**src/pkg/ptpcc_pkg.sv**
```systemverilog
// Shared constants and types of the precision clock command block
package ptpcc_pkg;
   // Register byte offsets
   localparam int ADDR_W = 9;
   localparam logic [8:0] OFS_COMMAND = 9'h100;
   localparam logic [8:0] OFS_STATUS = 9'h108;
   localparam logic [8:0] OFS_MASK = 9'h10c;
   localparam logic [8:0] OFS_SEC = 9'h110;
   localparam logic [8:0] OFS_NS = 9'h114;
   localparam logic [8:0] OFS_SUBNS = 9'h118;
   localparam logic [8:0] OFS_TRATE = 9'h120;
   localparam logic [8:0] OFS_TDUR = 9'h124;
   localparam logic [8:0] OFS_STEP = 9'h128;
   localparam logic [8:0] OFS_TA_SEC = 9'h12c;
   localparam logic [8:0] OFS_TA_NS = 9'h130;
   localparam logic [8:0] OFS_TB_SEC = 9'h13c;
   localparam logic [8:0] OFS_TB_NS = 9'h140;

   // Command register field positions
   localparam int BIT_RESET = 0;
   localparam int BIT_DISABLE = 1;
   localparam int BIT_ENABLE = 2;
   localparam int BIT_SNAP = 3;
   localparam int BIT_LOAD = 4;
   localparam int BIT_STEP_SEC = 5;
   localparam int BIT_STEP_NS = 6;
   localparam int BIT_TRATE = 7;
   localparam int BIT_CAPTURE = 8;
   localparam int SEL_LSB = 9;
   localparam int SEL_MSB = 12;
   localparam int BIT_TGT_SNAP = 13;

   // Step register layout
   localparam int STEP_DIR_BIT = 31;
   localparam int STEP_AMT_MSB = 29;

   // Reset values and sizes
   localparam logic [3:0] SEL_RESET = 4'h0;
   localparam logic [31:0] REG_RESET = 32'h0000_0000;
   localparam int NUM_SETS = 16;
   localparam logic [15:0] SET_ONE = 16'h0001;

   // Bus responses
   localparam logic [1:0] RESP_OKAY = 2'h0;
   localparam logic [1:0] RESP_SLVERR = 2'h2;

   // Unit enable states
   typedef enum logic [1:0] {ST_STRAP, ST_OFF, ST_ON, ST_DRAIN} ptpcc_en_state_type;
endpackage

```
**src/hw/ptpcc_irq.sv**
```systemverilog
// Sticky event status bits, mask gating and interrupt level
`timescale 1ns/1ns
module ptpcc_irq
   import ptpcc_pkg::*;
#(
   parameter int N = NUM_SETS
) (
   // Clock and reset
   input wire logic aclk,
   input wire logic rst_n,
   // Events and software access
   input wire logic [N-1:0] set_vec,
   input wire logic clr,
   input wire logic [N-1:0] mask,
   // Results
   output logic [N-1:0] status,
   output logic irq
);
   logic [N-1:0] status_ff;
   logic [N-1:0] nxt_status;

   // Per bit: a new event wins over a read clear
   for (genvar i = 0; i < N; i++) begin : g_bit
      always_comb begin
         nxt_status[i] = set_vec[i] | (status_ff[i] & ~clr);
      end
      always_ff @(posedge aclk) begin
         if (!rst_n) begin
            status_ff[i] <= 1'b0;
         end else begin
            status_ff[i] <= nxt_status[i];
         end
      end
      a_set_wins: assert property (@(posedge aclk) disable iff (!rst_n)
         set_vec[i] |=> status_ff[i]) else $error("status event lost");
   end

   // Level high while any unmasked bit stands
   assign status = status_ff;
   assign irq = |(status_ff & mask);

   a_irq_level: assert property (@(posedge aclk) disable iff (!rst_n)
      (|(set_vec & mask)) |=> irq) else $error("interrupt not raised");
endmodule

```
**src/hw/ptpcc_enable_ctl.sv**
```systemverilog
// Unit enable, drain-on-disable and unit reset sequencing
`timescale 1ns/1ns
module ptpcc_enable_ctl
   import ptpcc_pkg::*;
(
   // Clock and reset
   input wire logic aclk,
   input wire logic aresetn,
   // Strap and commands
   input wire logic enable_strap,
   input wire logic cmd_enable,
   input wire logic cmd_disable,
   input wire logic cmd_reset,
   input wire logic frame_busy,
   // State
   output logic unit_enabled,
   output logic frame_start_ok,
   output logic unit_reset_strobe
);
   ptpcc_en_state_type state_ff;
   ptpcc_en_state_type nxt_state;
   logic rst_ff;
   logic nxt_rst;

   // Next state; the strap is taken in the first cycle after release
   always_comb begin
      nxt_state = state_ff;
      nxt_rst = 1'b0;
      case (state_ff)
         ST_STRAP: nxt_state = enable_strap ? ST_ON : ST_OFF;
         ST_OFF: if (cmd_enable) nxt_state = ST_ON;
         ST_ON: if (cmd_disable) nxt_state = ST_DRAIN;
         ST_DRAIN: if (!frame_busy) nxt_state = ST_OFF;
         default: nxt_state = ST_OFF;
      endcase
      if (cmd_reset) begin
         nxt_state = ST_OFF;
         nxt_rst = 1'b1;
      end
   end

   // State registers
   always_ff @(posedge aclk) begin
      if (!aresetn) begin
         state_ff <= ST_STRAP;
         rst_ff <= 1'b0;
      end else begin
         state_ff <= nxt_state;
         rst_ff <= nxt_rst;
      end
   end

   assign unit_enabled = (state_ff == ST_ON) || (state_ff == ST_DRAIN);
   assign frame_start_ok = (state_ff == ST_ON);
   assign unit_reset_strobe = rst_ff;

   a_reset_off: assert property (@(posedge aclk) disable iff (!aresetn)
      cmd_reset |=> !unit_enabled && unit_reset_strobe) else $error("reset left unit on");
   a_drain_wait: assert property (@(posedge aclk) disable iff (!aresetn)
      (state_ff == ST_DRAIN) && frame_busy && !cmd_reset |=> unit_enabled && !frame_start_ok)
      else $error("drain ended early");
   a_enable_on: assert property (@(posedge aclk) disable iff (!aresetn)
      (state_ff == ST_OFF) && cmd_enable && !cmd_reset |=> frame_start_ok)
      else $error("enable ignored");
endmodule

```
**src/hw/ptpcc_top.sv**
```systemverilog
// Precision clock command register bank with AXI4-Lite access
// Summary of operation
// - A target snapshot command copies both comparator targets into the target holding registers.
// - The capture select field picks edge set (top bit) and GPIO number, and resets to zero.
// - Every one of the eight GPIO numbers is a valid manual capture target.
// - A manual capture command stores the clock into the selected capture set.
// - A manual capture also sets the status bit of the selected capture set.
// - A temporary rate command starts the temporary rate for the programmed duration.
// - A nanosecond step command adds the step amount to the nanoseconds.
// - A seconds step command adds or subtracts the step amount per the direction bit.
// - A load command moves the three holding registers into the running clock.
// - A clock snapshot command copies the running clock into the holding registers.
// - Command bits are self-clearing and a written zero does nothing; all but enable are write-only and read zero.
// - Writing one to the enable bit turns the unit on and the bit reads the enabled state.
// - The disable bit stops new frames and clears enable once frames in progress finish.
// - The unit reset bit resets the unit registers and leaves the unit disabled.
//
// Our own choice: the AXI4-Lite register port.
`timescale 1ns/1ns
module ptpcc_top
   import ptpcc_pkg::*;
(
   // Clock and reset
   input wire logic aclk,
   input wire logic aresetn,

   // AXI4-Lite write channels
   input wire logic [ADDR_W-1:0] awaddr,
   input wire logic awvalid,
   output logic awready,
   input wire logic [31:0] wdata,
   input wire logic [3:0] wstrb,
   input wire logic wvalid,
   output logic wready,
   output logic [1:0] bresp,
   output logic bvalid,
   input wire logic bready,

   // AXI4-Lite read channels
   input wire logic [ADDR_W-1:0] araddr,
   input wire logic arvalid,
   output logic arready,
   output logic [31:0] rdata,
   output logic [1:0] rresp,
   output logic rvalid,
   input wire logic rready,

   // Present clock and comparator values
   input wire logic [31:0] time_seconds_now,
   input wire logic [31:0] time_nanosec_now,
   input wire logic [31:0] time_subnanosec_now,
   input wire logic [31:0] target_a_seconds,
   input wire logic [31:0] target_a_nanosec,
   input wire logic [31:0] target_b_seconds,
   input wire logic [31:0] target_b_nanosec,

   // Clock load and step
   output logic time_load_strobe,
   output logic [31:0] time_seconds_holding,
   output logic [31:0] time_nanosec_holding,
   output logic [31:0] time_subnanosec_holding,
   output logic nanosec_step_strobe,
   output logic seconds_step_strobe,
   output logic [STEP_AMT_MSB:0] step_amount,
   output logic step_direction,

   // Temporary rate
   output logic temp_rate_strobe,
   output logic [31:0] temporary_rate_value,
   output logic [31:0] temporary_rate_duration,

   // Manual capture
   output logic capture_strobe,
   output logic [3:0] capture_select,

   // Unit control
   input wire logic enable_strap,
   input wire logic frame_busy,
   output logic unit_enabled,
   output logic frame_start_ok,
   output logic unit_reset_strobe,

   // Interrupt
   output logic irq
);

   // Bus state
   logic bvalid_ff;
   logic nxt_bvalid;
   logic [1:0] bresp_ff;
   logic [1:0] nxt_bresp;
   logic rvalid_ff;
   logic nxt_rvalid;
   logic [1:0] rresp_ff;
   logic [1:0] nxt_rresp;
   logic [31:0] rdata_ff;
   logic [31:0] nxt_rdata;

   // Software registers
   logic [3:0] sel_ff;
   logic [3:0] nxt_sel;
   logic [31:0] mask_ff;
   logic [31:0] nxt_mask;
   logic [31:0] sec_ff;
   logic [31:0] nxt_sec;
   logic [31:0] ns_ff;
   logic [31:0] nxt_ns;
   logic [31:0] subns_ff;
   logic [31:0] nxt_subns;
   logic [31:0] trate_ff;
   logic [31:0] nxt_trate;
   logic [31:0] tdur_ff;
   logic [31:0] nxt_tdur;
   logic [31:0] step_ff;
   logic [31:0] nxt_step;
   logic [31:0] ta_sec_ff;
   logic [31:0] nxt_ta_sec;
   logic [31:0] ta_ns_ff;
   logic [31:0] nxt_ta_ns;
   logic [31:0] tb_sec_ff;
   logic [31:0] nxt_tb_sec;
   logic [31:0] tb_ns_ff;
   logic [31:0] nxt_tb_ns;

   // Command strobes
   logic load_stb_ff;
   logic step_ns_stb_ff;
   logic step_sec_stb_ff;
   logic trate_stb_ff;
   logic cap_stb_ff;
   logic [3:0] cap_sel_ff;
   logic [3:0] nxt_cap_sel;

   // Decode
   logic wr_go;
   logic rd_go;
   logic [31:0] wmask;
   logic [31:0] cmd;
   logic [31:0] cmd_read;
   logic [NUM_SETS-1:0] status;
   logic [NUM_SETS-1:0] cap_event;
   logic status_clr;
   logic unit_rst_n;

   // Word address match
   function automatic logic hit(input logic [8:0] a, input logic [8:0] o);
      return a[8:2] == o[8:2];
   endfunction

   // Any register of the map
   function automatic logic mapped(input logic [8:0] a);
      return hit(a, OFS_COMMAND) || hit(a, OFS_STATUS) || hit(a, OFS_MASK) ||
         hit(a, OFS_SEC) || hit(a, OFS_NS) || hit(a, OFS_SUBNS) ||
         hit(a, OFS_TRATE) || hit(a, OFS_TDUR) || hit(a, OFS_STEP) ||
         hit(a, OFS_TA_SEC) || hit(a, OFS_TA_NS) ||
         hit(a, OFS_TB_SEC) || hit(a, OFS_TB_NS);
   endfunction

   // Handshakes: address and data are taken together, one at a time
   assign wr_go = awvalid && wvalid && !bvalid_ff;
   assign awready = wr_go;
   assign wready = wr_go;
   assign rd_go = arvalid && !rvalid_ff;
   assign arready = !rvalid_ff;
   assign wmask = {{8{wstrb[3]}}, {8{wstrb[2]}}, {8{wstrb[1]}}, {8{wstrb[0]}}};

   // Command bits act only when written as one in an enabled lane
   assign cmd = (wr_go && hit(awaddr, OFS_COMMAND)) ? (wdata & wmask) : REG_RESET;
   assign status_clr = rd_go && hit(araddr, OFS_STATUS);
   assign unit_rst_n = aresetn && !unit_reset_strobe;

   // Command register read view: select field and enable state only
   always_comb begin
      cmd_read = REG_RESET;
      cmd_read[SEL_MSB:SEL_LSB] = sel_ff;
      cmd_read[BIT_ENABLE] = unit_enabled;
   end

   // Bus response next values
   always_comb begin
      nxt_bvalid = bvalid_ff && !bready;
      nxt_bresp = bresp_ff;
      nxt_rvalid = rvalid_ff && !rready;
      nxt_rresp = rresp_ff;
      nxt_rdata = rdata_ff;
      if (wr_go) begin
         nxt_bvalid = 1'b1;
         nxt_bresp = mapped(awaddr) ? RESP_OKAY : RESP_SLVERR;
      end
      if (rd_go) begin
         nxt_rvalid = 1'b1;
         nxt_rresp = mapped(araddr) ? RESP_OKAY : RESP_SLVERR;
         case (araddr[8:2])
            OFS_COMMAND[8:2]: nxt_rdata = cmd_read;
            OFS_STATUS[8:2]: nxt_rdata = {{(32-NUM_SETS){1'b0}}, status};
            OFS_MASK[8:2]: nxt_rdata = mask_ff;
            OFS_SEC[8:2]: nxt_rdata = sec_ff;
            OFS_NS[8:2]: nxt_rdata = ns_ff;
            OFS_SUBNS[8:2]: nxt_rdata = subns_ff;
            OFS_TRATE[8:2]: nxt_rdata = trate_ff;
            OFS_TDUR[8:2]: nxt_rdata = tdur_ff;
            OFS_STEP[8:2]: nxt_rdata = step_ff;
            OFS_TA_SEC[8:2]: nxt_rdata = ta_sec_ff;
            OFS_TA_NS[8:2]: nxt_rdata = ta_ns_ff;
            OFS_TB_SEC[8:2]: nxt_rdata = tb_sec_ff;
            OFS_TB_NS[8:2]: nxt_rdata = tb_ns_ff;
            default: nxt_rdata = REG_RESET;
         endcase
      end
   end

   // Bus response registers
   always_ff @(posedge aclk) begin
      if (!aresetn) begin
         bvalid_ff <= 1'b0;
         bresp_ff <= RESP_OKAY;
         rvalid_ff <= 1'b0;
         rresp_ff <= RESP_OKAY;
         rdata_ff <= REG_RESET;
      end else begin
         bvalid_ff <= nxt_bvalid;
         bresp_ff <= nxt_bresp;
         rvalid_ff <= nxt_rvalid;
         rresp_ff <= nxt_rresp;
         rdata_ff <= nxt_rdata;
      end
   end

   // Software registers next values, snapshots override nothing else
   always_comb begin
      nxt_sel = sel_ff;
      nxt_mask = mask_ff;
      nxt_sec = sec_ff;
      nxt_ns = ns_ff;
      nxt_subns = subns_ff;
      nxt_trate = trate_ff;
      nxt_tdur = tdur_ff;
      nxt_step = step_ff;
      nxt_ta_sec = ta_sec_ff;
      nxt_ta_ns = ta_ns_ff;
      nxt_tb_sec = tb_sec_ff;
      nxt_tb_ns = tb_ns_ff;
      if (wr_go) begin
         case (awaddr[8:2])
            OFS_COMMAND[8:2]: begin
               if (wstrb[1]) nxt_sel = wdata[SEL_MSB:SEL_LSB];
            end
            OFS_MASK[8:2]: nxt_mask = (mask_ff & ~wmask) | (wdata & wmask);
            OFS_SEC[8:2]: nxt_sec = (sec_ff & ~wmask) | (wdata & wmask);
            OFS_NS[8:2]: nxt_ns = (ns_ff & ~wmask) | (wdata & wmask);
            OFS_SUBNS[8:2]: nxt_subns = (subns_ff & ~wmask) | (wdata & wmask);
            OFS_TRATE[8:2]: nxt_trate = (trate_ff & ~wmask) | (wdata & wmask);
            OFS_TDUR[8:2]: nxt_tdur = (tdur_ff & ~wmask) | (wdata & wmask);
            OFS_STEP[8:2]: nxt_step = (step_ff & ~wmask) | (wdata & wmask);
            default: nxt_sel = sel_ff;
         endcase
      end
      // Whole time value in one cycle
      if (cmd[BIT_SNAP]) begin
         nxt_sec = time_seconds_now;
         nxt_ns = time_nanosec_now;
         nxt_subns = time_subnanosec_now;
      end
      // Both comparators in one cycle
      if (cmd[BIT_TGT_SNAP]) begin
         nxt_ta_sec = target_a_seconds;
         nxt_ta_ns = target_a_nanosec;
         nxt_tb_sec = target_b_seconds;
         nxt_tb_ns = target_b_nanosec;
      end
   end

   // Software registers, cleared also by the unit reset
   always_ff @(posedge aclk) begin
      if (!unit_rst_n) begin
         sel_ff <= SEL_RESET;
         mask_ff <= REG_RESET;
         sec_ff <= REG_RESET;
         ns_ff <= REG_RESET;
         subns_ff <= REG_RESET;
         trate_ff <= REG_RESET;
         tdur_ff <= REG_RESET;
         step_ff <= REG_RESET;
         ta_sec_ff <= REG_RESET;
         ta_ns_ff <= REG_RESET;
         tb_sec_ff <= REG_RESET;
         tb_ns_ff <= REG_RESET;
      end else begin
         sel_ff <= nxt_sel;
         mask_ff <= nxt_mask;
         sec_ff <= nxt_sec;
         ns_ff <= nxt_ns;
         subns_ff <= nxt_subns;
         trate_ff <= nxt_trate;
         tdur_ff <= nxt_tdur;
         step_ff <= nxt_step;
         ta_sec_ff <= nxt_ta_sec;
         ta_ns_ff <= nxt_ta_ns;
         tb_sec_ff <= nxt_tb_sec;
         tb_ns_ff <= nxt_tb_ns;
      end
   end

   // Capture set follows the select value written with the command
   assign nxt_cap_sel = nxt_sel;

   // One-cycle command strobes
   always_ff @(posedge aclk) begin
      if (!unit_rst_n) begin
         load_stb_ff <= 1'b0;
         step_ns_stb_ff <= 1'b0;
         step_sec_stb_ff <= 1'b0;
         trate_stb_ff <= 1'b0;
         cap_stb_ff <= 1'b0;
         cap_sel_ff <= SEL_RESET;
      end else begin
         load_stb_ff <= cmd[BIT_LOAD];
         step_ns_stb_ff <= cmd[BIT_STEP_NS];
         step_sec_stb_ff <= cmd[BIT_STEP_SEC];
         trate_stb_ff <= cmd[BIT_TRATE];
         cap_stb_ff <= cmd[BIT_CAPTURE];
         cap_sel_ff <= cmd[BIT_CAPTURE] ? nxt_cap_sel : cap_sel_ff;
      end
   end

   // Outputs toward the clock core
   assign time_load_strobe = load_stb_ff;
   assign time_seconds_holding = sec_ff;
   assign time_nanosec_holding = ns_ff;
   assign time_subnanosec_holding = subns_ff;
   assign nanosec_step_strobe = step_ns_stb_ff;
   assign seconds_step_strobe = step_sec_stb_ff;
   assign step_amount = step_ff[STEP_AMT_MSB:0];
   assign step_direction = step_ff[STEP_DIR_BIT];
   assign temp_rate_strobe = trate_stb_ff;
   assign temporary_rate_value = trate_ff;
   assign temporary_rate_duration = tdur_ff;
   assign capture_strobe = cap_stb_ff;
   assign capture_select = cap_sel_ff;
   assign bvalid = bvalid_ff;
   assign bresp = bresp_ff;
   assign rvalid = rvalid_ff;
   assign rresp = rresp_ff;
   assign rdata = rdata_ff;

   // Manual capture raises the status bit of its set
   assign cap_event = cap_stb_ff ? (SET_ONE << cap_sel_ff) : '0;

   // Sticky status, mask and interrupt line
   ptpcc_irq #(
      .N(NUM_SETS)
   ) u_irq (
      .aclk(aclk),
      .rst_n(unit_rst_n),
      .set_vec(cap_event),
      .clr(status_clr),
      .mask(mask_ff[NUM_SETS-1:0]),
      .status(status),
      .irq(irq)
   );

   // Enable, disable and unit reset
   ptpcc_enable_ctl u_enable (
      .aclk(aclk),
      .aresetn(aresetn),
      .enable_strap(enable_strap),
      .cmd_enable(cmd[BIT_ENABLE]),
      .cmd_disable(cmd[BIT_DISABLE]),
      .cmd_reset(cmd[BIT_RESET]),
      .frame_busy(frame_busy),
      .unit_enabled(unit_enabled),
      .frame_start_ok(frame_start_ok),
      .unit_reset_strobe(unit_reset_strobe)
   );

   a_target_snap: assert property (@(posedge aclk) disable iff (!unit_rst_n)
      cmd[BIT_TGT_SNAP] |=> ta_sec_ff == $past(target_a_seconds) &&
      tb_ns_ff == $past(target_b_nanosec)) else $error("target snapshot missed");
   a_clock_snap: assert property (@(posedge aclk) disable iff (!unit_rst_n)
      cmd[BIT_SNAP] |=> sec_ff == $past(time_seconds_now) && ns_ff == $past(time_nanosec_now)
      && subns_ff == $past(time_subnanosec_now)) else $error("clock snapshot torn");
   a_strobe_once: assert property (@(posedge aclk) disable iff (!unit_rst_n)
      time_load_strobe |=> !time_load_strobe && !capture_strobe) else $error("strobe held");
   a_zero_quiet: assert property (@(posedge aclk) disable iff (!unit_rst_n)
      !cmd[BIT_STEP_NS] |=> !nanosec_step_strobe) else $error("step without command");
   a_capture_set: assert property (@(posedge aclk) disable iff (!unit_rst_n)
      cmd[BIT_CAPTURE] |=> capture_strobe && capture_select == $past(nxt_sel))
      else $error("capture set wrong");
   a_capture_irq: assert property (@(posedge aclk) disable iff (!unit_rst_n)
      capture_strobe |=> status[capture_select]) else $error("capture status not set");
   a_sec_step: assert property (@(posedge aclk) disable iff (!unit_rst_n)
      cmd[BIT_STEP_SEC] |=> seconds_step_strobe && step_direction == $past(step_ff[STEP_DIR_BIT]))
      else $error("seconds step missed");
   a_temp_rate: assert property (@(posedge aclk) disable iff (!unit_rst_n)
      cmd[BIT_TRATE] |=> temp_rate_strobe ##1 !temp_rate_strobe) else $error("rate start bad");
endmodule

```
**config.mk**
```make
export PLATFORM = sky130hd
export DESIGN_NAME = ptpcc_top
export DESIGN_NICKNAME = d
export VERILOG_FILES = /design/src/pkg/ptpcc_pkg.sv /design/src/hw/ptpcc_irq.sv /design/src/hw/ptpcc_enable_ctl.sv /design/src/hw/ptpcc_top.sv
export SDC_FILE = /design/constraint.sdc
export NUM_CORES = 1
export LEC_CHECK = 0
export ABC_AREA = 1
export BUFFER_PORTS_ARGS = -buffer_cell sky130_fd_sc_hd__buf_2
export CAP_MARGIN = 40
export CORE_AREA = 2 2 209 211
export CTS_BUF_LIST = sky130_fd_sc_hd__clkbuf_16
export DETAILED_ROUTE_END_ITERATION = 10
export DIE_AREA = 0 0 211 213
export PLACE_DENSITY = 0.72
export SETUP_SLACK_MARGIN = 0.05
export SYNTH_ARGS = -nofsm -noshare
export SYNTH_HDL_FRONTEND = slang
export SYNTH_SLANG_ARGS = --single-unit
```
**constraint.sdc**
```tcl
create_clock -name aclk -period 2 [get_ports aclk]
set_input_delay 0.1 -clock aclk [delete_from_list [all_inputs] [get_ports aclk]]
set_output_delay 0.1 -clock aclk [all_outputs]
set_load 0.01 [all_outputs]
```
== After elaboration in Yosys (flattened, before gate mapping) ==
Cells that the tools add are included.
Word-level totals
  register bits after elaboration: 422
  output and inout port bits: 245
  logic and storage cells: 210
Operators by class
  equal/unequal tests: 35
  shift operators: 1
  multiplexer cells: 26
  bitwise gates (word level): 51
  reduce and logical (&&, ||, !) cells: 55
Operators by type and width (number)
  case mux 32 bit (13 select lines): 1
  two-way mux 32 bit: 9
  bitwise AND 32 bit: 8
  bitwise OR 32 bit: 7
  equality test 7 bit, second input constant: 26
  inverter 32 bit: 1
  logical OR 1 bit: 25
  bitwise AND 1 bit: 16
  bitwise AND 16 bit: 1
  two-way mux 16 bit: 1
  bitwise OR 1 bit: 16
  AND reduction 2 bit: 8
  OR reduction 16 bit: 1
  left shift 1 x 4 -> 16 bit, first input constant: 1
  two-way mux 14 bit: 1
  two-way mux 2 bit: 6
  two-way mux 4 bit: 3
  logical AND 1 bit: 8
  case mux 2 bit (4 select lines): 1
  nonzero test 2 bit: 4
  != test 3 bit, second input constant: 2
  AND reduction 3 bit: 2
  zero test 1 bit: 5
  equality test 2 bit, second input constant: 2
  other kinds (8): 13

== Longest topological paths before layout ==
Gate-level depths: netlist of the first run.
  depth after elaboration: 14
  depth in mapped cells: 13
  depth with buffers taken out: 11

== By module ==
A second synthesis of the first run with hierarchy kept.
Second synthesis, totals
  cell total of the unflattened synthesis: 2911
  area, all modules: 19738.9 sq um
By module, submodules not included
  ptpcc_top: instances 1, cells an instance 2789, area each 18876.9 sq um
  ptpcc_irq: instances 1, cells an instance 87, area each 628.1 sq um
  ptpcc_enable_ctl: instances 1, cells an instance 35, area each 234.0 sq um

== Least setup slack after synthesis of the first run ==
No wires, ideal clock.
  path type: reg2reg
  start: register bvalid_ff (netlist: bvalid)
  end: register with a tool-made name
  library setup time: 135 ps
  data arrival time: 1465 ps
  data required time: 1865 ps
  slack: 401 ps
  stages on the path, launching flop included: 11
  clock period less this slack: 1599 ps
  path through: dfxtp_1 > nor2_4 > nand2_2 > nor2_8 > nand2_4 > buf_6 > buf_4 > nand2_1 > nand2_1 > nor2_1 > a211oi_1
RTL lines
  start, declared: RTL line ptpcc_top.sv:88  | logic bvalid_ff;
  start signal, assigned: RTL line ptpcc_top.sv:221  | bvalid_ff <= nxt_bvalid;

== Worst setup path in the final report of the first run ==
  start: register bvalid_ff (netlist: bvalid)
  end: register tb_sec_ff[18]
Between the ends
  word-level cells in the longest chain between the ends: 4
Ends and longest elaborated chain
  zero test 1 bit: RTL line ptpcc_top.sv:160  | assign wr_go = awvalid && wvalid && !bvalid_ff;
  logical AND 1 bit: RTL line ptpcc_top.sv:160
  logical AND 1 bit: RTL line ptpcc_top.sv:168  | assign cmd = (wr_go && hit(awaddr, OFS_COMMAND)) ? (wdata & wmask) : REG_RESET;
  two-way mux 14 bit: RTL line ptpcc_top.sv:168
  end signal, assigned: RTL line ptpcc_top.sv:299  | tb_sec_ff <= nxt_tb_sec;
  end, declared: RTL line ptpcc_top.sv:120  | logic [31:0] tb_sec_ff;
Every way passes these cells.
A chain may end at the register's enable or synchronous reset.

==> results of run 1 <==
==> report_power, final <==
group / leakage, nW / switching, mW / internal (mW)
Combinational: 7.88 / 1.05 / 0.805
Sequential: 3.38 / 0.0281 / 8.40
Clock: 0.677 / 3.55 / 4.23
Total: 11.9 / 4.64 / 13.4
==> layer usage <==
metal,track usage [%],vias up,routed length (um)
met1,48.2,10900,34900
met2,63.3,1498,41500
met5,0,-,17
li1,-,10900,-
met4,22.3,2,5900
met3,8.06,331,8820
==> cells in the final DEF (no fill, tap or decap), drive strengths merged <==
| cell | instances |
|---|---|
| dfxtp | 420 |
| conb | 2 |
| nand3 | 396 |
| nor3 | 10 |
| a21oi | 266 |
| nor2 | 285 |
| diode | 6 |
| o211ai | 4 |
| ha | 4 |
| buf | 629 |
| nor3b | 2 |
| dlygate4sd3 | 266 |
| inv | 362 |
| o31ai | 1 |
| nand4 | 7 |
| o21a | 1 |
| clkbuf | 48 |
| nand2 | 411 |
| o21ai | 353 |
| or2 | 1 |
| a221oi | 4 |
| a31oi | 24 |
| clkinv | 20 |
| o21bai | 1 |
| a211oi | 98 |
==> metrics by stage <==
stage	setup slack, ps	cells	util [%]	instance area, um^2
after floorplan	401	2866	-	19800
after global placement	45.4	3813	54.0	23100
after detailed placement	14.4	3813	54.0	23100
after CTS	59.6	4152	63.4	27000
after global routing	34.4	4165	63.9	27300
final	104	4167	63.9	27300
==> cell type report <==
type	count	area, um^2
clock buffers	47	1180
clock inverters	26	131
diodes	6	15.0
flip-flops and latches	420	8410
fillers	3761	15400
multi-input cells	1870	9120
repair buffers	896	6420
well taps	546	683
inverters	356	1340
==> cell families after synthesis <==
family                   synth area share, %
AO/OA/AOI/OAI                           20.7
adder cells (fa/ha/maj)                0.253
buffers and inverters                   12.2
flip-flops                              42.5
other                                 0.0189
AND/OR/NAND/NOR                         24.4
==> path summary, 6_finish.rpt <==
path                           endpoint  slack (ps)  cells after the start
max          tb_sec_ff[18]$_SDFFE_PN0P_         100                      8
min                            register          40                      3
max reg2reg  tb_sec_ff[18]$_SDFFE_PN0P_         100                      8
min reg2reg   ta_ns_ff[11]$_SDFFE_PN0P_         450                      2
==> repair_timing <==
item | in CTS | in global routing
gates resized for setup | 4 | 19
setup endpoints to repair | 4 | 131
endpoints found under the hold margin | 368 | 0
hold buffers | 266 | 0
gates cloned | 0 | 1
pin swaps | 0 | 3
buffers inserted | 0 | 8
==> worst register-to-register path: stages, from the launching register on <==
cell and delay (ps):
dfxtp_1 340, nor2_4 180, nand2_2 150, nor2_8 190, buf_12 160, nand2_8 150
buf_12 240, o21ai_0 270, a21oi_1 90
==> synth_stat cells, types with 10 or more instances <==
library cell / count / area [um^2]
nor2_1: 277 / 1040
buf_4: 41 / 308
o21ai_0: 338 / 1690
a31oi_1: 24 / 150
buf_2: 52 / 260
dfxtp_1: 420 / 8410
nand2_1: 401 / 1510
a21oi_1: 266 / 1330
nand3_1: 395 / 1980
inv_1: 347 / 1300
nor3_1: 10 / 50.1
buf_1: 13 / 48.8
a211oi_1: 98 / 736
clkbuf_1: 110 / 413
==> out/metrics.csv, run 1 <==
stage,metric,value,unit
drt,wire_per_inst,21.9,um
critical_path,cp_top_family,simple AND/OR/NAND/NOR gates,
power,p_total,18.1,mW
critical_path,end_kind,register,
cells_and_area,layout-area-overhead-vs-synth,37.9,%
synth,async_flop_share,0,%
floorplanning,die_y,213,um
cts,cts_tree,done,
drt,via_per_inst,5.67,
critical_path,cp.required,2460,ps
timing,setup_viol,0,
cts,path_clk_slew,60,ps
timing,fin_crit,1900,ps
cts,cts_buffer_depth,3,
timing,fmax,527,MHz
timing,slew_violations,0,
critical_path,crit_arrival,2350,ps
timing,rsz0062_at_grt,yes,
synth,ys_types,37,
drt,num_vias,23600,
critical_path,slowest_stage,dfxtp_1,
critical_path,crit_buf_inv,2,
status,status,"complete, no violations",
drt,firstDrtPassIters,6,
cells_and_area,final_nets,3881,
place,dp_hpwl,64500,um
timing,final_hold_viol_count,0,
critical_path,crit_chain,"nor2_4, nand2_2, nor2_8, buf_12, nand2_8, buf_12, o21ai_0, a21oi_1",
drt,drtIter0Drc,2558,
grt,antenna_found_initial,5,
synth,ys_seq_elements,420,
cts,clock_latency,590,ps
critical_path,slowest_delay,340,ps
cts,cts-root-buf,clkbuf_16,
timing,worst_pin_slew,824,ps
cts,cts_sinks,420,
drt,route.detailed.drc,0,
critical_path,critPathKind,register to register,
timing,fin_setup_tns,0,ps
grt,grt_first_pass_wirelength,133000,um
cells_and_area,drive_above_1_share,20.4,%
cts,numCtsBuffers,46,
timing,hold_ws,38.7,ps
critical_path,critPathLaunchType,register,
critical_path,crit_fanout,29,
synth,yosysSeqAreaShare,42.5,%
grt,grt_pass1_vias,22300,
synth,syn_inst,2865,
drt,antenna_left,0,
run,drv_cap,0,
worst_hold_path,hold_start,wstrb[3],
floorplanning,dieArea,0.0449,mm^2
drt,drt-total-wl,91200,um
critical_path,worst_path_most_repeated_cell,buf_12,
floorplanning,fp-row-count,76,
synth,yosysWarnings,0,
power,p_per_area,662,mW/mm^2
synth,syn_area_per_cell,6.91,um^2
timing,post-route-period-util,94.8,%
timing,finClkSkew,15.3,ps
synth,synth_edf_count,0,
place,place_congestion,0.975,
critical_path,reg2reg_from,bvalid$_SDFF_PN0_,
synth,synth_ff_type,dfxtp_1,
power,leakage,11.9,nW
floorplanning,coreArea,0.0427,mm^2
worst_hold_path,hp-class,input pin to register,
place,port_buffers,525,
grt,grt_overflow,0,
cts,htree_levels,2,
timing,slew_headroom,45.1,%
synth,synth_area,0.0198,mm^2
floorplanning,ios,532,
floorplanning,start_util,46.4,%
floorplanning,die_x,211,um
critical_path,cp-startpoint,bvalid$_SDFF_PN0_,
grt,grt_max_degree,97,
power,ir_worst_vdd,0.514,mV
grt,grtUsageTotal,39.0,%
Note: power is estimated with default switching activity, not from simulation.
==> run 2, diff against run 1 <==
- CELL_PAD_IN_SITES_DETAIL_PLACEMENT: default -> 0
- CELL_PAD_IN_SITES_GLOBAL_PLACEMENT: default -> 1
- CORE_AREA: 2 2 209 211 -> default
- CORE_ASPECT_RATIO: default -> 0.6
- CORE_MARGIN: default -> 2
- CORE_UTILIZATION: default -> 37
- DIE_AREA: 0 0 211 213 -> default
- HOLD_SLACK_MARGIN: default -> 0.05
- PLACE_DENSITY: 0.72 -> default
- PLACE_DENSITY_LB_ADDON: default -> 0.1
==> out/metrics.csv, run 2 (synthesized netlist as in run 1, its figures left out) <==
stage,metric,value,unit
place,place_congestion,0.910,
drt,antenna_left,0,
grt,grt_first_pass_wirelength,126000,um
worst_hold_path,hp-class,input pin to register,
power,clock_power_share,43.5,%
cells_and_area,drive_above_1_share,19.7,%
critical_path,crit_fanout,29,
critical_path,cp-startpoint,bvalid$_SDFF_PN0_,
floorplanning,fp-row-count,65,
grt,grtUsageTotal,29.4,%
power,swShare,25.2,%
timing,worst_pin_slew,579,ps
critical_path,crit_arrival,2420,ps
drt,drtIter0Drc,1577,
run,drv_cap,0,
timing,final_hold_viol_count,0,
cts,cts_buffer_depth,3,
critical_path,critPathKind,register to register,
timing,slew_headroom,61.3,%
timing,post-route-period-util,96.4,%
drt,firstDrtPassIters,6,
cells_and_area,layout-area-overhead-vs-synth,37.6,%
timing,slew_violations,0,
cts,cts_sinks,420,
power,seq_power_share,46.7,%
drt,via_per_inst,5.16,
place,place_inst,3952,
cts,path_clk_slew,60,ps
timing,fin_crit,1930,ps
drt,drt-total-wl,84700,um
floorplanning,ios,532,
floorplanning,dieArea,0.0554,mm^2
cells_and_area,fin_util,51.7,%
timing,fin_ws,72.1,ps
cells_and_area,mostFrequentLayoutCell,buf_2,
cts,cts_tree,done,
cells_and_area,final_cell_mix,"525 x buf_2, 419 x dfxtp_1, 396 x nand2_1",
cells_and_area,n_fill_cell,5341,
floorplanning,coreArea,0.0527,mm^2
cells_and_area,final_nets,3862,
floorplanning,die_y,183,um
cells_and_area,diodes,0,
floorplanning,die_x,303,um
place,pre_cts_slack,53.7,ps
status,status,"complete, no violations",
grt,grt_max_degree,149,
critical_path,reg2regPathDepth,9,
power,p_int,13.5,mW
place,dp_hpwl,61000,um
timing,fin_setup_tns,0,ps
power,p_per_area,662,mW/mm^2
drt,num_vias,22200,
critical_path,critPathLaunchType,register,
grt,grt_pass1_vias,21400,
drt,route.detailed.drc,0,
timing,fmax,519,MHz
floorplanning,start_util,37.6,%
cts,clock_latency,560,ps
critical_path,reg2reg_from,bvalid$_SDFF_PN0_,
cts,htree_levels,2,
critical_path,end_kind,register,
grt,antenna_found_initial,0,
power,switchingPower,4.55,mW
drt,wire_per_inst,19.7,um
cells_and_area,final_cells,4307,
timing,rsz0062_at_grt,yes,
timing,setup_viol,0,
power,leakage,11.9,nW
power,comb_power_share,9.8,%
power,ir_worst_vdd,0.545,mV
grt,grt_overflow,0,
critical_path,reg2reg_slack,70,ps
place,port_buffers,525,
timing,finClkSkew,11.1,ps
cts,cts-root-buf,clkbuf_16,
cts,numCtsBuffers,43,
critical_path,cp.required,2490,ps
run 2: cell types whose count changed in the layout (fill, tap and decap cells not counted), moves of 7 or more:
cell,change
buf_12,-8
buf_4,-13
clkinv_1,+7
dlygate4sd3_1,+8
o21ai_0,-22
o21ai_1,+22
run 2: per-layer routing:
layer | part of all wire [%] | GRT usage, %
met1 | 41 | 36.3
met2 | 48 | 50.4
met3 | 5.3 | 4.43
met4 | 5.2 | 13.6
met5 | 0 | 0
run 2: stage by stage:
step | power (mW) | area [um^2] | hold WS [ps]
2_1_floorplan | 9.21 | 19800 | 198
3_3_place_gp | 9.91 | 23100 | 380
3_5_place_dp | 9.92 | 23100 | 388
4_1_cts | 18.1 | 27100 | 58.0
5_1_grt | 18.7 | 27200 | 85.9
6_report | 18.0 | 27200 | 90.9
run 2: worst max-delay path: stages (launching register included):
cell and delay [ps]:
dfxtp_2 340, nor2_4 170, nand2_2 130, nor2_8 130, nand2_4 260, nand2_1 220, nand2_2 190, inv_2 180
o21ai_0 100, nor2_1 130
run 2: power groups by stage:
stage	combinational (mW)	clock [mW]	sequential [mW]
CTS	1.73	7.98	8.42
finish	1.76	7.85	8.42
floorplan	0.611	0	8.60
detailed placement	1.32	0	8.61
global route	1.91	8.34	8.41
global placement	1.31	0	8.60
run 2: timing repair:
| item | CTS | global route |
|---|---|---|
| endpoints found under the setup margin | 1 | 163 |
| cloned | 0 | 1 |
| gates resized for setup | 1 | 35 |
| pin swaps | 0 | 3 |
| hold endpoints to repair | 371 | 1 |
| setup buffers | 0 | 2 |
| hold buffers | 272 | 3 |
run 2: how the worst min path moves through the flow:
stage	to	slack (ps)	depth (start not counted)	start
floorplan	u_enable.state_ff[0]$_SDFFE_PN0P_	200	2	aresetn
global placement	tb_sec_ff[3]$_SDFFE_PN0P_	380	3	target_b_seconds[3]
detailed placement	tb_ns_ff[30]$_SDFFE_PN0P_	390	3	target_b_nanosec[30]
CTS	register	60	3	wstrb[1]
global route	register	90	3	wstrb[1]
finish	register	90	3	wstrb[1]
run 2: cell type report:
class | instances | area, um^2 | area share [%]
clock buffers | 45 | 1130 | 4.13
clock inverters | 33 | 184 | 0.675
inverters | 356 | 1340 | 4.92
multi-input cells | 1870 | 9080 | 33.3
flip-flops and latches | 420 | 8410 | 30.9
well taps | 703 | 880 | 3.23
repair buffers | 880 | 6230 | 22.9
==> run 3, diff against run 2 <==
- CORE_UTILIZATION: 37 -> 40
- SLEW_MARGIN: default -> 20
- clock period: 2 -> 2.3 ns (I/O delays scaled with it)
==> out/metrics.csv, run 3 (synthesized netlist as in run 1, its figures left out) <==
stage,metric,value,unit
timing,rsz0062_at_grt,yes,
grt,grt_overflow,0,
cts,cts-root-buf,clkbuf_16,
grt,grt_pass1_vias,21400,
grt,grt_max_degree,142,
drt,firstDrtPassIters,6,
cells_and_area,n_fill_cell,4822,
cells_and_area,final_nets,3846,
power,leakage,11.8,nW
critical_path,cp.required,2780,ps
place,place_inst,3886,
cells_and_area,final_cell_mix,"525 x buf_2, 420 x dfxtp_1, 400 x nand2_1",
drt,route.detailed.drc,0,
floorplanning,die_x,291,um
critical_path,end_kind,register,
drt,wire_per_inst,20.0,um
run,drv_cap,0,
cts,numCtsBuffers,43,
cells_and_area,mostFrequentLayoutCell,buf_2,
cts,htree_levels,2,
timing,hold_ws,75.8,ps
cts,path_clk_slew,70,ps
floorplanning,start_util,40.3,%
timing,worst_pin_slew,841,ps
drt,drtIter0Drc,1710,
timing,fmax,465,MHz
worst_hold_path,hp-class,input pin to register,
drt,antenna_left,0,
timing,setup_viol,0,
floorplanning,ios,532,
cts,cts_buffer_depth,3,
floorplanning,coreArea,0.0491,mm^2
grt,antenna_found_initial,4,
critical_path,crit_fanout,16,
timing,slew_headroom,43.9,%
critical_path,crit_arrival,2630,ps
power,p_per_area,582,mW/mm^2
timing,final_hold_viol_count,0,
cells_and_area,drive_above_1_share,19.3,%
worst_hold_path,whs_path_depth,4,
drt,drt-total-wl,84700,um
critical_path,reg2regPathDepth,8,
cells_and_area,layout-area-overhead-vs-synth,36.5,%
status,status,"complete, no violations",
place,port_buffers,525,
power,p_total,15.7,mW
grt,grtUsageTotal,31.6,%
floorplanning,dieArea,0.0513,mm^2
critical_path,cp-startpoint,bvalid$_SDFF_PN0_,
timing,fin_crit,2150,ps
cts,cts_sinks,420,
critical_path,critPathKind,register to register,
drt,via_per_inst,5.28,
place,place_congestion,0.945,
grt,grt_first_pass_wirelength,126000,um
place,dp_hpwl,60900,um
floorplanning,fp-row-count,63,
cts,cts_tree,done,
drt,num_vias,22400,
critical_path,reg2reg_from,bvalid$_SDFF_PN0_,
timing,finClkSkew,19.7,ps
cells_and_area,final_cells,4243,
floorplanning,die_y,176,um
critical_path,reg2reg_slack,150,ps
timing,slew_violations,0,
cts,clock_latency,570,ps
timing,post-route-period-util,93.5,%
power,ir_worst_vdd,0.470,mV
critical_path,critPathLaunchType,register,
run 3: power by group:
part | internal, mW | switching [mW]
sequential | 7.30 | 0.0228
clock | 3.74 | 3.14
combinational | 0.682 | 0.836
total | 11.7 | 3.99
run 3: cell type report:
cell class	count	area (um^2)	area share, %
Clock inverter	35	241	0.894
Multi-Input combinational cell	1870	9050	33.5
Clock buffer	43	1080	3.98
Tap cell	650	813	3.01
Inverter	356	1340	4.96
Sequential cell	420	8410	31.1
Timing Repair Buffer	864	6080	22.5
Antenna cell	5	12.5	0.0463
run 3: repair_timing:
item                                   CTS  global route
buffers inserted                         0             1
gates resized for setup                  0             2
hold buffers                           273             0
setup endpoints to repair                0            17
endpoints found under the hold margin  369             0
run 3: worst max-delay path: stages (launching register included):
cell,delay (ps)
dfxtp_1,350
inv_1,110
nand3_2,110
nor2_4,290
nand3_1,360
o21ai_2,330
buf_4,250
o21ai_0,110
a31oi_1,160
run 3: through the flow:
step | instance area [um^2] | setup WS [ps] | util, % | setup TNS (ps)
floorplan | 19800 | 701 | - | 0
global placement | 22900 | -94.2 | 46.7 | -138
detailed placement | 22900 | -68.6 | 46.7 | -90.3
CTS | 27000 | 145 | 54.9 | 0
global route | 27000 | 23.4 | 55.0 | 0
finish | 27000 | 149 | 55.0 | 0
run 3: how the worst min path moves through the flow:
stage / endpoint / from
floorplan: u_enable.state_ff[0]$_SDFFE_PN0P_ / aresetn
global placement: ta_ns_ff[17]$_SDFFE_PN0P_ / target_a_nanosec[17]
detailed placement: tb_ns_ff[11]$_SDFFE_PN0P_ / target_b_nanosec[11]
CTS: nanosec_step_strobe$_SDFF_PN0_ / wstrb[0]
global route: temp_rate_strobe$_SDFF_PN0_ / wstrb[0]
finish: nanosec_step_strobe$_SDFF_PN0_ / wstrb[0]
run 3: routing by layer:
| layer | vias to the layer above | track usage [%] | wire, um | part of all wire, % |
|---|---|---|---|---|
| met3 | 192 | 5.17 | 5560 | 6.6 |
| met5 | - | 0 | 0 | 0 |
| met4 | 0 | 13.1 | 3850 | 4.5 |
| met1 | 10500 | 41.2 | 35900 | 42 |
| li1 | 10800 | - | - | - |
| met2 | 838 | 52.4 | 39400 | 46 |
